--- config.mk ---
export PLATFORM = sky130hd
export DESIGN_NAME = mpio_top
export DESIGN_NICKNAME = d
export VERILOG_FILES = /design/src/core/mpio_sync.v /design/src/core/mpio_top.v
export VERILOG_INCLUDE_DIRS = /design/src /design/src/core
export SDC_FILE = /design/constraint.sdc
export NUM_CORES = 1
export LEC_CHECK = 0
export BUFFER_PORTS_ARGS = -buffer_cell sky130_fd_sc_hd__buf_2
export CORE_ASPECT_RATIO = 0.6
export CORE_UTILIZATION = 29
export CTS_CLUSTER_DIAMETER = 100
export DETAILED_ROUTE_END_ITERATION = 6
export SLEW_MARGIN = 20
export SYNTH_ARGS = -nofsm -noshare
export SYNTH_HDL_FRONTEND = slang
export SYNTH_SLANG_ARGS = --single-unit
--- constraint.sdc ---
create_clock -name aclk -period 5 [get_ports aclk]
set_clock_uncertainty 0.05 [all_clocks]
set_input_delay 0.5 -clock aclk [delete_from_list [all_inputs] [get_ports aclk]]
set_output_delay 0.5 -clock aclk [all_outputs]
set_load 0.02 [all_outputs]
--- src/core/mpio_defines.vh ---
// Register offsets, reset values and field positions of the multi-port I/O block.
// Assumes byte addresses on a 32-bit AXI4-Lite bus, four bytes per register index.
`ifndef MPIO_DEFINES_VH
`define MPIO_DEFINES_VH

// ----------------------------------------
// Register indices and byte address width
// ----------------------------------------
`define MPIO_IDX_P3_LATCH 12'h003
`define MPIO_IDX_P4_LATCH 12'h004
`define MPIO_IDX_P5_LATCH 12'h005
`define MPIO_IDX_P6_LATCH 12'h006
`define MPIO_IDX_P4_DRIVE 12'h00a
`define MPIO_IDX_P3_PINS 12'h00d
`define MPIO_IDX_P4_PINS 12'h00e
`define MPIO_IDX_P5_PINS 12'h00f
`define MPIO_IDX_P6_DIR 12'hf9b
`define MPIO_IDX_P6_GATE 12'hf9c
`define MPIO_IDX_P6_KEY 12'hf9d
`define MPIO_IDX_ANA_SEL 12'hf9e
`define MPIO_ADDR_W 14

// ----------------------------------------
// Reset values
// ----------------------------------------
`define MPIO_RST_P3_LATCH 8'hff
`define MPIO_RST_P4_LATCH 8'hff
`define MPIO_RST_P5_LATCH 5'h1f
`define MPIO_RST_P6_LATCH 8'h00
`define MPIO_RST_P4_DRIVE 8'h00
`define MPIO_RST_P6_DIR 8'h00
`define MPIO_RST_P6_GATE 8'hff
`define MPIO_RST_P6_KEY 4'h0
`define MPIO_RST_ANA_SEL 3'h0

// ----------------------------------------
// Field layout
// ----------------------------------------
`define MPIO_P5_W 5
`define MPIO_KEY_LSB 4
`define MPIO_ANA_SEL_W 3
`define MPIO_BITOP_CLR 2'h1
`define MPIO_BITOP_SET 2'h2
`define MPIO_BITOP_TGL 2'h3
`define MPIO_RESP_OKAY 2'h0
`define MPIO_RESP_SLVERR 2'h2

`endif

--- src/core/mpio_sync.v ---
// Two-flop synchroniser for a group of pin levels.
// Assumes the inputs are asynchronous to aclk.
`timescale 1ns/100ps
`default_nettype none
module mpio_sync #(
	parameter W = 8
) (
	input wire aclk,
	input wire aresetn,
	input wire [W-1:0] din,
	output wire [W-1:0] dout
);
	reg [W-1:0] meta_r;
	reg [W-1:0] sync_r;
	always @(posedge aclk) begin
		if (!aresetn) begin
			meta_r <= {W{1'b0}};
			sync_r <= {W{1'b0}};
		end else begin
			meta_r <= din;
			sync_r <= meta_r;
		end
	end
	assign dout = sync_r;
endmodule // mpio_sync
`default_nettype wire

--- src/core/mpio_top.v ---
// Four GPIO ports behind an AXI4-Lite slave: two large-current ports, a serial-shared
// port with selectable drive type and a bidirectional port with analog gating.
// Assumes pads resolve the wire from *_o and the active-low *_oen; pin inputs are async.
//
// The AXI4-Lite interface to the registers was chosen for this implementation.
`timescale 1ns/100ps
`default_nettype none
`include "mpio_defines.vh"
module mpio_top (
	input wire aclk,
	input wire aresetn,
	input wire [`MPIO_ADDR_W-1:0] s_axi_awaddr,
	input wire s_axi_awvalid,
	output wire s_axi_awready,
	input wire [31:0] s_axi_wdata,
	input wire [3:0] s_axi_wstrb,
	input wire s_axi_wvalid,
	output wire s_axi_wready,
	output wire [1:0] s_axi_bresp,
	output wire s_axi_bvalid,
	input wire s_axi_bready,
	input wire [`MPIO_ADDR_W-1:0] s_axi_araddr,
	input wire s_axi_arvalid,
	output wire s_axi_arready,
	output wire [31:0] s_axi_rdata,
	output wire [1:0] s_axi_rresp,
	output wire s_axi_rvalid,
	input wire s_axi_rready,
	input wire [7:0] port3_i,
	output wire [7:0] port3_o,
	output wire [7:0] port3_oen,
	input wire [7:0] port4_i,
	output wire [7:0] port4_o,
	output wire [7:0] port4_oen,
	input wire [4:0] port5_i,
	output wire [4:0] port5_o,
	output wire [4:0] port5_oen,
	input wire [7:0] port6_i,
	output wire [7:0] port6_o,
	output wire [7:0] port6_oen,
	output wire [7:0] port6_analog_en,
	output wire [7:0] analog_in_channel,
	output wire [3:0] key_wakeup_select
);
	// ----------------------------------------
	// Registers and synchronised pins
	// ----------------------------------------
	reg [7:0] port3_output_latch_r;
	reg [7:0] port4_output_latch_r;
	reg [4:0] port5_output_latch_r;
	reg [7:0] port6_data_latch_r;
	reg [7:0] port4_drive_type_r;
	reg [7:0] port6_direction_r;
	reg [7:0] port6_input_gate_r;
	reg [3:0] key_wakeup_select_r;
	reg [2:0] analog_channel_select_r;
	wire [7:0] p3_pins;
	wire [7:0] p4_pins;
	wire [4:0] p5_pins;
	wire [7:0] p6_pins;

	mpio_sync #(.W(8)) u_sync3 (.aclk(aclk), .aresetn(aresetn), .din(port3_i), .dout(p3_pins));
	mpio_sync #(.W(8)) u_sync4 (.aclk(aclk), .aresetn(aresetn), .din(port4_i), .dout(p4_pins));
	mpio_sync #(.W(5)) u_sync5 (.aclk(aclk), .aresetn(aresetn), .din(port5_i), .dout(p5_pins));
	mpio_sync #(.W(8)) u_sync6 (.aclk(aclk), .aresetn(aresetn), .din(port6_i), .dout(p6_pins));

	// ----------------------------------------
	// Pin drivers
	// ----------------------------------------
	// Large-current ports are open-drain: a latch one releases the pin
	assign port3_o = 8'h00;
	assign port3_oen = port3_output_latch_r;
	assign port5_o = 5'h00;
	assign port5_oen = port5_output_latch_r;
	assign port4_o = port4_output_latch_r;
	assign port4_oen = ~(port4_drive_type_r | ~port4_output_latch_r);
	assign port6_o = port6_data_latch_r;
	assign port6_oen = ~port6_direction_r;
	assign port6_analog_en = ~port6_direction_r & ~port6_input_gate_r;
	// Wakeup enables cover port6 pins 7..4, bit 0 for pin 4
	assign key_wakeup_select = key_wakeup_select_r;

	// Selected channel goes to the converter only when that pin is in analog mode
	reg [7:0] ana_route;
	always @* begin
		ana_route = 8'h00;
		ana_route[analog_channel_select_r] = 1'b1;
	end
	assign analog_in_channel = ana_route & port6_analog_en;

	// Digital view of port6: latch, pin, or zero when analog
	wire [7:0] p6_view = (port6_direction_r & port6_data_latch_r) |
		(~port6_direction_r & port6_input_gate_r & p6_pins);

	// ----------------------------------------
	// AXI4-Lite write channel
	// ----------------------------------------
	reg aw_held_r;
	reg w_held_r;
	reg [`MPIO_ADDR_W-1:0] awaddr_r;
	reg [31:0] wdata_r;
	reg [3:0] wstrb_r;
	reg bvalid_r;
	reg [1:0] bresp_r;

	assign s_axi_awready = ~aw_held_r & ~bvalid_r;
	assign s_axi_wready = ~w_held_r & ~bvalid_r;
	assign s_axi_bvalid = bvalid_r;
	assign s_axi_bresp = bresp_r;

	wire aw_hs = s_axi_awvalid & s_axi_awready;
	wire w_hs = s_axi_wvalid & s_axi_wready;
	wire aw_have = aw_held_r | aw_hs;
	wire w_have = w_held_r | w_hs;
	wire [`MPIO_ADDR_W-1:0] wr_addr = aw_held_r ? awaddr_r : s_axi_awaddr;
	wire [31:0] wr_data = w_held_r ? wdata_r : s_axi_wdata;
	wire [3:0] wr_strb = w_held_r ? wstrb_r : s_axi_wstrb;
	wire wr_fire = aw_have & w_have & ~bvalid_r;
	wire [11:0] wr_idx = wr_addr[`MPIO_ADDR_W-1:2];
	wire wr_lane0 = wr_fire & wr_strb[0] & (wr_addr[1:0] == 2'h0);

	// Bit operation in byte lane 1: [10:8] bit number, [13:12] op; read-modify-write
	wire [2:0] bit_num = wr_data[10:8];
	wire [1:0] bit_op = wr_data[13:12];
	// A full lane-0 write to the same register wins over a bit operation
	wire wr_bitop = wr_fire & wr_strb[1] & ~wr_strb[0] & (bit_op != 2'h0) & (wr_addr[1:0] == 2'h0);

	function [7:0] bit_apply;
		input [7:0] base;
		input [2:0] num;
		input [1:0] op;
		reg [7:0] m;
		begin
			m = 8'h01 << num;
			case (op)
				`MPIO_BITOP_CLR: bit_apply = base & ~m;
				`MPIO_BITOP_SET: bit_apply = base | m;
				`MPIO_BITOP_TGL: bit_apply = base ^ m;
				default: bit_apply = base;
			endcase
		end
	endfunction

	// Pin registers are read-only: a write to them answers OKAY and is dropped
	reg wr_hit;
	always @* begin
		case (wr_idx)
			`MPIO_IDX_P3_LATCH, `MPIO_IDX_P4_LATCH, `MPIO_IDX_P5_LATCH, `MPIO_IDX_P6_LATCH,
			`MPIO_IDX_P4_DRIVE, `MPIO_IDX_P6_DIR, `MPIO_IDX_P6_GATE, `MPIO_IDX_P6_KEY,
			`MPIO_IDX_ANA_SEL: wr_hit = 1'b1;
			`MPIO_IDX_P3_PINS, `MPIO_IDX_P4_PINS, `MPIO_IDX_P5_PINS: wr_hit = 1'b1;
			default: wr_hit = 1'b0;
		endcase
	end

	always @(posedge aclk) begin
		if (!aresetn) begin
			aw_held_r <= 1'b0;
			w_held_r <= 1'b0;
			awaddr_r <= {`MPIO_ADDR_W{1'b0}};
			wdata_r <= 32'h0;
			wstrb_r <= 4'h0;
			bvalid_r <= 1'b0;
			bresp_r <= `MPIO_RESP_OKAY;
		end else begin
			if (aw_hs) begin
				awaddr_r <= s_axi_awaddr;
			end
			if (w_hs) begin
				wdata_r <= s_axi_wdata;
				wstrb_r <= s_axi_wstrb;
			end
			if (wr_fire) begin
				aw_held_r <= 1'b0;
				w_held_r <= 1'b0;
				bvalid_r <= 1'b1;
				bresp_r <= wr_hit ? `MPIO_RESP_OKAY : `MPIO_RESP_SLVERR;
			end else begin
				aw_held_r <= aw_have;
				w_held_r <= w_have;
				if (s_axi_bready) begin
					bvalid_r <= 1'b0;
				end
			end
		end
	end

	// ----------------------------------------
	// Port registers
	// ----------------------------------------
	// Port5 bit operation runs on the 8-bit read view; only the five real bits are kept
	wire [7:0] p5_bitop = bit_apply({3'h0, p5_pins}, bit_num, bit_op);
	always @(posedge aclk) begin
		if (!aresetn) begin
			port3_output_latch_r <= `MPIO_RST_P3_LATCH;
			port4_output_latch_r <= `MPIO_RST_P4_LATCH;
			port4_drive_type_r <= `MPIO_RST_P4_DRIVE;
			port5_output_latch_r <= `MPIO_RST_P5_LATCH;
			port6_direction_r <= `MPIO_RST_P6_DIR;
			port6_input_gate_r <= `MPIO_RST_P6_GATE;
			port6_data_latch_r <= `MPIO_RST_P6_LATCH;
			key_wakeup_select_r <= `MPIO_RST_P6_KEY;
			analog_channel_select_r <= `MPIO_RST_ANA_SEL;
		end else if (wr_lane0) begin
			case (wr_idx)
				`MPIO_IDX_P3_LATCH: port3_output_latch_r <= wr_data[7:0];
				`MPIO_IDX_P4_LATCH: port4_output_latch_r <= wr_data[7:0];
				`MPIO_IDX_P5_LATCH: port5_output_latch_r <= wr_data[`MPIO_P5_W-1:0];
				`MPIO_IDX_P6_LATCH: port6_data_latch_r <= wr_data[7:0];
				`MPIO_IDX_P4_DRIVE: port4_drive_type_r <= wr_data[7:0];
				`MPIO_IDX_P6_DIR: port6_direction_r <= wr_data[7:0];
				`MPIO_IDX_P6_GATE: port6_input_gate_r <= wr_data[7:0];
				`MPIO_IDX_P6_KEY: key_wakeup_select_r <= wr_data[3:0];
				`MPIO_IDX_ANA_SEL: analog_channel_select_r <= wr_data[`MPIO_ANA_SEL_W-1:0];
				default: ;
			endcase
		end else if (wr_bitop) begin
			// Base is the port's read value, so input bits pick up their pin levels
			case (wr_idx)
				`MPIO_IDX_P3_LATCH: port3_output_latch_r <= bit_apply(p3_pins, bit_num, bit_op);
				`MPIO_IDX_P4_LATCH: port4_output_latch_r <= bit_apply(p4_pins, bit_num, bit_op);
				`MPIO_IDX_P5_LATCH: port5_output_latch_r <= p5_bitop[`MPIO_P5_W-1:0];
				`MPIO_IDX_P6_LATCH: port6_data_latch_r <= bit_apply(p6_view, bit_num, bit_op);
				default: ;
			endcase
		end
	end

	// ----------------------------------------
	// AXI4-Lite read channel
	// ----------------------------------------
	reg rvalid_r;
	reg [31:0] rdata_r;
	reg [1:0] rresp_r;
	reg [7:0] rd_val;
	reg rd_hit;
	wire [11:0] rd_idx = s_axi_araddr[`MPIO_ADDR_W-1:2];

	assign s_axi_arready = ~rvalid_r;
	assign s_axi_rvalid = rvalid_r;
	assign s_axi_rdata = rdata_r;
	assign s_axi_rresp = rresp_r;

	// Read data is captured when the address is taken; port5 bits 7:5 read as zero
	always @* begin
		rd_hit = 1'b1;
		case (rd_idx)
			`MPIO_IDX_P3_LATCH: rd_val = port3_output_latch_r;
			`MPIO_IDX_P3_PINS: rd_val = p3_pins;
			`MPIO_IDX_P4_LATCH: rd_val = port4_output_latch_r;
			`MPIO_IDX_P4_PINS: rd_val = p4_pins;
			`MPIO_IDX_P5_LATCH: rd_val = {3'h0, port5_output_latch_r};
			`MPIO_IDX_P5_PINS: rd_val = {3'h0, p5_pins};
			`MPIO_IDX_P6_LATCH: rd_val = p6_view;
			`MPIO_IDX_P4_DRIVE: rd_val = port4_drive_type_r;
			`MPIO_IDX_P6_DIR: rd_val = port6_direction_r;
			`MPIO_IDX_P6_GATE: rd_val = port6_input_gate_r;
			`MPIO_IDX_P6_KEY: rd_val = {4'h0, key_wakeup_select_r};
			`MPIO_IDX_ANA_SEL: rd_val = {5'h00, analog_channel_select_r};
			default: begin
				rd_val = 8'h00;
				rd_hit = 1'b0;
			end
		endcase
	end

	always @(posedge aclk) begin
		if (!aresetn) begin
			rvalid_r <= 1'b0;
			rdata_r <= 32'h0;
			rresp_r <= `MPIO_RESP_OKAY;
		end else if (s_axi_arvalid & ~rvalid_r) begin
			rvalid_r <= 1'b1;
			rdata_r <= {24'h0, rd_val};
			rresp_r <= rd_hit ? `MPIO_RESP_OKAY : `MPIO_RESP_SLVERR;
		end else if (s_axi_rready) begin
			rvalid_r <= 1'b0;
		end
	end
endmodule // mpio_top
`default_nettype wire

==> reports/metrics.yaml, run 1 <==
synth-adder-area-share_pct: 7.68
hold_end: "s_axi_rvalid"
place_ws_ns: 1.59
initial_core_util_pct: 29.9
setup_viol: 0
drt_iter0_markers: 1098
min-delay-start: "s_axi_rready"
finalSetupTns_ns: 0
grt_pass1_wl_um: 49200
whs_path_depth: 2
worst_pin_slew_ns: 1.17
cp-start-kind: "register"
cp_cell_sequence: "mux2i_1 -> nand2_1 -> ha_1 -> mux4_2 -> mux2_2 -> nor4_1 -> o21ai_0"
cp_num_buf_inv: 0
vias: 8534
layout_commonest_cell: "dfxtp_1"
grt_pass1_vias: 7808
drtAntennaViolNets: 0
cp.required_ns: 5.26
hold_viol: 0
ys_warn_count: 0
r2r-start: "w_held_r"
r2r-end: "port5_oen[4]"
synth_xor_area_share_pct: 0.185
largest_reg_flops: 14
grt_util_met1_pct: 27.3
synthArstFlopShare_pct: 0
synthesis.area_mm2: 0.00946
core-area_mm2: 0.0316
cts-root-buf: "clkbuf_16"
finalCriticalPeriod_ns: 3.43
criticalPathCategory: "reg2reg"
synth-edff-count: 0
synth_top_family_by_area: "simple AND/OR/NAND/NOR gates"
grt-busiest-layer: "met2"
p_leak_nw: 4.48
layout_common_cells: "dfxtp_1, buf_2, nand2_1, inv_1, and2_1"
synth_top_area_share_pct: 34.1
largest_register: "awaddr_r"
drc: 0
cp_max_fo: 14
gp_congestion: 0.969
antenna_found_initial: 2
fp.dieArea_mm2: 0.0334
slowest_delay_ns: 0.77
netlist_instances: 1065
port_buffers: 156
hold_path.class: "in2reg"
clock_latency_ns: 0.46
fin_ws_ns: 1.57
drv_slew: 0
die_h_um: 142
power-per-cell-area_mw_per_mm2: 293
syn_avg_cell_area_um2: 8.88
wl_per_cell_um: 20.4
postCtsResizedCells: 0
cp-end-kind: "register"
synthTopCellsByArea: "dfxtp_1, ha_1, mux4_2, nand2_1, and2_1"
reg.largest.list: "awaddr_r x14, wdata_r x13"
drive_gt1_share_pct: 22.5
postCtsSetupBuffers: 0
clk_pin_slew_ns: 0.08
grtUsageMet2_pct: 29.2
cts_sinks: 161
relSlewSlack_pct: 21.4
vdd_drop_max_uv: 254
cts.path.max_buffers: 2
cts_tree: "built"
holdBufCountCts: 0
arrival_ns: 3.70
synth-compound-area-share_pct: 18.1
grt_use_met3_pct: 7.88
yosysSeqAreaShare_pct: 34.1
maxCapViolCount: 0
rsz0062_at_grt: "no"
ys.flop_type: "dfxtp_1"
num-nets-final: 1347
synth.area.mux_share_pct: 12.7
grt.total_usage_pct: 19.9
post-route-period-util_pct: 68.6
place_hpwl_um: 25100
synthSimpleGateAreaFrac_pct: 18.7
max_clock_freq_mhz: 291
viasPerCell: 5.27
die_w_um: 235
area_growth_pct: 16.4
dr.pass1.iters: 6
drt_wl_total_um: 33000
ys_ff_latch: 161
antennaDiodeCount: 0
num_rows: 50
worst_path_max_delay_cell: "dfxtp_1"
grt-ovfl-total: 0
reg2reg_slack_ns: 1.57
htreeDepth: 4
crit_family: "multiplexers"
status: "finished, final reports clean"
synth_area_leader_cell: "dfxtp_1"
rr_worst_depth: 7
ys_types: 79
grt_max_degree: 60
cts_inserted_buffers: 17
ios: 219
-- worst reg2reg max path: stages, from the launching register on --
cell     delay (ns)
dfxtp_1        0.77
mux2i_1        0.51
nand2_1        0.45
ha_1           0.43
mux4_2         0.50
mux2_2         0.30
nor4_1         0.17
o21ai_0        0.12
-- area by class of cell --
| class | instances | area, µm² |
|---|---|---|
| timing repair buffer | 168 | 871 |
| clock inverter | 15 | 141 |
| sequential | 161 | 3220 |
| clock buffer | 17 | 425 |
| multi-input combinational | 774 | 5580 |
| tap | 416 | 520 |
| fill | 3293 | 20600 |
| inverter | 67 | 251 |
-- logic make-up after synthesis --
group           after synthesis
fa+ha+maj                    58
buf+inv                     168
flops                       161
compound gates              241
simple gates                346
mux                          88
other cells                   1
xor+xnor                      2
-- per-layer routing --
layer | up-vias | share of wire (%)
li1 | 3977 | -
met1 | 4090 | 45
met2 | 427 | 42
met3 | 36 | 11
met4 | 4 | 1.2
met5 | - | 0.070
-- synth_stat cells, types with 15 or more instances --
library cell and n:
dfxtp_1 161, nand2_1 129, inv_1 66, and2_1 65, a21oi_1 62, ha_1 58
nor2_1 58, clkbuf_1 45, buf_4 41, o21ai_0 41, mux2i_1 38, mux2_2 26
mux4_2 22, nor4_1 17, a22oi_1 16, nor2b_1 16, a31oi_1 15
-- metrics by stage --
| step | total power [mW] | instances | utilization [%] | hold slack, ns | area (µm²) |
|---|---|---|---|---|---|
| 6_report | 3.22 | 1618 | 34.9 | 0.192 | 11000 |
| 2_1_floorplan | 1.80 | 1103 | - | 0.362 | 9600 |
| 3_3_place_gp | 1.95 | 1586 | 33.0 | 0.369 | 10400 |
| 4_1_cts | 3.24 | 1618 | 34.8 | 0.172 | 11000 |
| 3_5_place_dp | 1.96 | 1586 | 33.0 | 0.368 | 10400 |
| 5_1_grt | 3.36 | 1618 | 34.9 | 0.181 | 11000 |
-- report_power, final --
group	internal, mW	total (mW)	switching (mW)
sequential	1.33	1.37	0.0407
clock	0.659	1.28	0.622
combinational	0.211	0.576	0.365
total	2.20	3.22	1.03
-- worst max-delay path by stage --
stage               from            to  slack, ns  depth (start not counted)
6_report        w_held_r  port5_oen[4]       1.57                          7
5_1_grt         w_held_r  port5_oen[3]       1.25                          8
4_1_cts         w_held_r  port5_oen[4]       1.59                          7
3_5_place_dp    w_held_r  port5_oen[4]       1.59                          7
3_3_place_gp   aw_held_r    port4_o[7]       1.68                          4
2_1_floorplan   w_held_r  port5_oen[2]       1.80                         10
No activity file was read; power rests on OpenSTA's default activity.
==> run 2: changes to the inputs <==
--- a/config.mk
+++ b/config.mk
@@ -6,6 +6,7 @@
 export SDC_FILE = /design/constraint.sdc
 export NUM_CORES = 1
 export LEC_CHECK = 0
+export ABC_AREA = 1
 export BUFFER_PORTS_ARGS = -buffer_cell sky130_fd_sc_hd__buf_2
 export CORE_ASPECT_RATIO = 0.6
 export CORE_UTILIZATION = 29
==> constraint.sdc (replaced) <==
create_clock -name aclk -period 2.8 [get_ports aclk]
set_clock_uncertainty 0.05 [all_clocks]
set_input_delay 0.28 -clock aclk [delete_from_list [all_inputs] [get_ports aclk]]
set_output_delay 0.28 -clock aclk [all_outputs]
set_load 0.02 [all_outputs]
==> run 2 against run 1 <==
Sequential share of layout area fell by 1.3 points. Clock-buffer cell count rose by 5. Register-to-register slack got worse by 1.4 ns. Total power rose by 92%. Fmax rose by 31%. Wire length rose by 3.1%. Core utilization rose by 0.62 points. Non-clock buffer count rose by 35. Worst setup slack got worse by 1.4 ns. Die area rose by 1.5%. Combinational power rose by 140%.
==> reports/metrics.yaml, run 2 <==
finalCriticalPeriod_ns: 2.62
setup_viol: 0
clk_pin_slew_ns: 0.07
cp_max_fo: 7
maxCapViolCount: 0
ys_types: 38
criticalPathCategory: "reg2reg"
wl_per_cell_um: 16.5
syn_avg_cell_area_um2: 6.59
initial_core_util_pct: 29.6
grt.total_usage_pct: 20.2
drt_iter0_markers: 917
crit_path_frequent_cell: "nor2_1"
max_clock_freq_mhz: 382
cts_tree: "built"
post-route-period-util_pct: 93.5
fp.dieArea_mm2: 0.0339
gp_congestion: 0.967
rsz0062_at_grt: "yes"
area_growth_pct: 20.0
ys_warn_count: 0
cts.path.max_buffers: 2
ys_ff_latch: 161
drive_gt1_share_pct: 16.0
htreeDepth: 4
reg2reg_slack_ns: 0.18
largest_reg_flops: 14
synth_top_area_share_pct: 33.6
largest_register: "awaddr_r"
die_w_um: 237
finalSetupTns_ns: 0
synth_area_leader_cell: "dfxtp_1"
multiInputGateArea_mm2: 0.00519
layout_commonest_cell: "nand2_1"
r2r-start: "w_held_r"
rr_worst_depth: 13
core-area_mm2: 0.0325
viasPerCell: 4.77
synth.cells.most_frequent: "nand2_1, inv_1, nor2_1"
yosysSeqAreaShare_pct: 33.6
synth-edff-count: 0
drtAntennaViolNets: 0
power-per-cell-area_mw_per_mm2: 538
p_leak_nw: 5.85
grt_pass1_vias: 8651
reg.largest.list: "awaddr_r x14, wdata_r x13"
synthesis.area_mm2: 0.00960
ys.flop_type: "dfxtp_1"
synthArstFlopShare_pct: 0
whs_path_depth: 3
cts_inserted_buffers: 17
ios: 219
layout.cells.non_filler: 2065
drc: 0
cp.required_ns: 3.14
regArea_mm2: 0.00322
dr.pass1.iters: 6
hold_viol: 0
netlist_instances: 1458
cp-end-kind: "register"
slowest_delay_ns: 0.43
final_util_pct: 35.5
cts_sinks: 161
worst_pin_slew_ns: 0.806
clock_latency_ns: 0.46
num-nets-final: 1785
drv_slew: 0
hold_end: "wstrb_r[0]"
cp_cell_sequence: "inv_4 -> or2_2 -> o21ai_0 -> inv_1 -> nor2_1 -> nand2_1 -> ha_1 -> or2_2 -> o211ai_1 -> nand3_1 -> nand2_1 -> nor2_1 -> nor2_1"
vias: 9854
synth.most_common_cell: "nand2_1"
dp.cells: 2002
num_rows: 51
num-fill-cells: 3545
antenna_found_initial: 2
port_buffers: 156
drt_wl_total_um: 34000
die_h_um: 143
hold_path.class: "in2reg"
worstSetupStartpoint: "w_held_r"
arrival_ns: 2.95
vdd_drop_max_uv: 437
worst_path_max_delay_cell: "dfxtp_1"
grt-ovfl-total: 0
postCtsResizedCells: 0
place_hpwl_um: 26100
synthTopCellsByArea: "dfxtp_1, nand2_1, ha_1, inv_1, nor2_1"
min-delay-start: "s_axi_wstrb[0]"
cts-root-buf: "clkbuf_16"
status: "finished, final reports clean"
grt_pass1_wl_um: 51000
cp-start-kind: "register"
r2r-end: "port6_o[6]"
relSlewSlack_pct: 45.8
grt_max_degree: 134
layout_common_cells: "nand2_1, inv_1, nor2_1, dfxtp_1, buf_2"
[run 2: power breakdown]
group / leakage (nW) / total [mW] / internal (mW) / switching [mW]
Sequential: 1.32 / 2.47 / 2.40 / 0.0751
Clock: 0.287 / 2.35 / 1.33 / 1.02
Combinational: 4.24 / 1.38 / 0.440 / 0.938
Total: 5.85 / 6.20 / 4.16 / 2.03
[run 2: cell families (layout without fill, tap and decap cells)]
kind of cell | after synthesis | after routing | synth area share, %
other | 1 | 40 | 0.0391
AOI/OAI and AO/OA | 190 | 190 | 11.1
buffers and inverters | 290 | 434 | 13.9
DFF | 161 | 161 | 33.6
adders and majority gates | 58 | 58 | 7.56
and+or+nand+nor | 758 | 758 | 33.8
[run 2: per-layer routing]
layer | routed length, µm | GRT usage, % | share of wire [%]
met5 | 8 | 0 | 0.024
met4 | 699 | 6.63 | 2.1
met3 | 3530 | 5.88 | 10
met2 | 13500 | 28.2 | 40
met1 | 16300 | 29.3 | 48
[run 2: layout make-up]
class	count	area share (%)
inverters	199	6.56
flip-flops and latches	161	28.0
diodes	1	0.0217
clock buffers	22	4.20
repair buffers	203	10.7
well taps	424	4.61
multi-input cells	1045	45.0
clock inverters	10	0.869
[run 2: how the worst max path moves through the flow]
| stage | to | slack, ns | cells past startpoint |
|---|---|---|---|
| after floorplan | port6_o[7] | 0.44 | 13 |
| after detailed placement | port6_o[6] | 0.22 | 13 |
| after CTS | port6_o[6] | 0.21 | 13 |
| after global placement | port6_o[6] | 0.31 | 12 |
| after global routing | port3_oen[2] | -0.07 | 13 |
| final | port6_o[6] | 0.18 | 13 |
[run 2: critical path: cells and delay by family (launching register included)]
kind | cells | cell delay, ns
DFF | 1 | 0.43
buffers and inverters | 2 | 0.20
and+or+nand+nor | 8 | 1.27
AOI/OAI and AO/OA | 2 | 0.26
adders and majority gates | 1 | 0.34
[run 2: timing repair]
item	4_1_cts	5_1_grt
endpoints found under the setup margin	0	5
setup buffers	0	0
endpoints found under the hold margin	30	0
hold buffers	30	0
[run 2: stage by stage]
stage          hold slack [ns]  power, mW  worst slack (ns)  instance area (µm²)
2_1_floorplan            0.328       3.50             0.442                 9740
6_report                0.0345       6.20             0.182                11500
4_1_cts                0.00919       6.23             0.208                11500
3_5_place_dp             0.351       3.84             0.225                10600
3_3_place_gp             0.350       3.80             0.307                10600
5_1_grt                 0.0281       6.53           -0.0660                11500
==> run 3: changes to the inputs <==
--- a/config.mk
+++ b/config.mk
@@ -6,12 +6,13 @@
 export SDC_FILE = /design/constraint.sdc
 export NUM_CORES = 1
 export LEC_CHECK = 0
-export ABC_AREA = 1
 export BUFFER_PORTS_ARGS = -buffer_cell sky130_fd_sc_hd__buf_2
 export CORE_ASPECT_RATIO = 0.6
 export CORE_UTILIZATION = 29
 export CTS_CLUSTER_DIAMETER = 100
 export DETAILED_ROUTE_END_ITERATION = 6
+export HOLD_SLACK_MARGIN = 0.06
+export PLACE_DENSITY = 0.47
 export SLEW_MARGIN = 20
 export SYNTH_ARGS = -nofsm -noshare
 export SYNTH_HDL_FRONTEND = slang
==> run 3 against run 2 <==
Sequential power shrank 2%. Via count shrank 10%. Flip-flop and latch count is the same. Sequential share of layout area shrank 1.5 points. Final cell count shrank 16%. Clock-buffer cell count shrank 2. Non-clock buffer count grew 79. Clock power grew 13%. Worst setup slack lost 0.087 ns. Critical endpoint is now port5_oen[2].
==> reports/metrics.yaml, run 3 (synthesis results as in run 1) <==
die_w_um: 235
max_clock_freq_mhz: 370
fin_ws_ns: 0.0959
initial_core_util_pct: 29.9
status: "finished, final reports clean"
worst_path_max_delay_cell: "dlygate4sd3_1"
post-route-period-util_pct: 96.6
worst_pin_slew_ns: 0.972
largest_register: "awaddr_r"
slowest_delay_ns: 0.53
wl_per_cell_um: 20.3
setup_viol: 0
cp_max_fo: 7
cts_sinks: 161
drv_slew: 0
hold_viol: 0
place_ws_ns: -0.151
die_h_um: 142
final_util_pct: 38.5
rsz0062_at_grt: "yes"
layout_common_cells: "dfxtp_1, buf_2, nand2_1, inv_1, and2_1"
drc: 0
core-area_mm2: 0.0316
cts.path.max_buffers: 2
grt.total_usage_pct: 21.1
cp-start-kind: "primary input"
cts_inserted_buffers: 17
cp-end-kind: "register"
num-nets-final: 1461
grt_pass1_vias: 8066
htreeDepth: 4
whs_ns: 0.0788
fp.dieArea_mm2: 0.0334
arrival_ns: 2.97
hold_path.class: "in2reg"
dr.pass1.iters: 5
grt_max_degree: 52
multiInputGateArea_mm2: 0.00562
ios: 219
grt_pass1_wl_um: 52300
finalCriticalPeriod_ns: 2.70
place_hpwl_um: 26800
num-fill-cells: 3303
reg.largest.list: "awaddr_r x14, wdata_r x13"
criticalPathCategory: "in2reg"
num_rows: 50
antenna_found_initial: 0
gp_congestion: 0.945
cp_cell_sequence: "dlygate4sd3_1 -> buf_2 -> mux2i_4 -> nor2b_1 -> nand2_1 -> ha_1 -> mux4_2 -> mux2_2 -> nor4_1 -> o21ai_0"
viasPerCell: 5.11
largest_reg_flops: 14
drt_wl_total_um: 35100
drive_gt1_share_pct: 25.0
area_growth_pct: 28.8
clk_pin_slew_ns: 0.08
grt-ovfl-total: 0
vdd_drop_max_uv: 452
regArea_mm2: 0.00323
layout_commonest_cell: "dfxtp_1"
clock_latency_ns: 0.46
finalSetupTns_ns: 0
total_power_mw: 6.27
p_leak_nw: 5.05
drtAntennaViolNets: 0
cts_tree: "built"
vias: 8850
port_buffers: 156
drt_iter0_markers: 863
power-per-cell-area_mw_per_mm2: 515
cp.required_ns: 3.06
cts-root-buf: "clkbuf_16"
relSlewSlack_pct: 34.9
maxCapViolCount: 0
run 3: cell types whose count changed in the layout (fill, tap and decap cells not counted), sizes merged, moves of 40 or more:
cell and change:
inv -130, nand3 -124, and2 +65, o21ai -64, nand2 -277, nor2 -127
buf +49, mux2i +40
run 3: final cells by class:
cell class	instances	area share, %
multi-input cells	774	46.2
repair buffers	282	15.6
clock inverters	12	1.67
diodes	1	0.0206
well taps	416	4.27
flip-flops and latches	161	26.5
inverters	67	2.07
clock buffers	20	3.67
run 3: timing repair:
item,4_1_cts,5_1_grt
cloned,0,0
buffers inserted,3,3
endpoints found under the setup margin,19,8
hold endpoints to repair,59,0
resized for setup,4,4
hold buffers,60,0
pin swaps,1,0
run 3: worst max-delay path: cells and delay by family:
| kind | cells | cell delay [ns] |
|---|---|---|
| adders and majority gates | 1 | 0.29 |
| and+or+nand+nor | 3 | 0.59 |
| AOI/OAI and AO/OA | 1 | 0.11 |
| buffers and inverters | 2 | 0.68 |
| muxes | 3 | 1.00 |
run 3: power by group:
group | internal (mW) | switching, mW | leakage, nW
combinational | 0.496 | 0.699 | 3.43
clock | 1.61 | 1.03 | 0.308
sequential | 2.37 | 0.0646 | 1.32
run 3: worst paths after layout:
| check | from | to | slack [ns] | cells after the start |
|---|---|---|---|---|
| setup / recovery | s_axi_wdata[9] | port5_oen[2] | 0.1 | 10 |
| hold / removal | s_axi_bready | s_axi_bvalid | 0.08 | 4 |
| setup reg to reg | w_held_r | port5_oen[2] | 0.1 | 8 |
| hold reg to reg | u_sync4.meta_r[6] | u_sync4.dout[6] | 0.38 | 1 |
run 3: layer usage:
metal	track usage, %	up-vias	wire length [µm]
met5	0	-	0
met4	5.26	0	492
met3	4.55	31	2940
met2	30.1	365	14400
met1	31.7	4248	17300
li1	-	4206	-
run 3: through the flow:
| step | instance area [µm²] | instances |
|---|---|---|
| after floorplan | 9640 | 1103 |
| final | 12200 | 1733 |
| after CTS | 12100 | 1729 |
| after detailed placement | 10800 | 1634 |
| after global placement | 10800 | 1634 |
| after global routing | 12200 | 1732 |
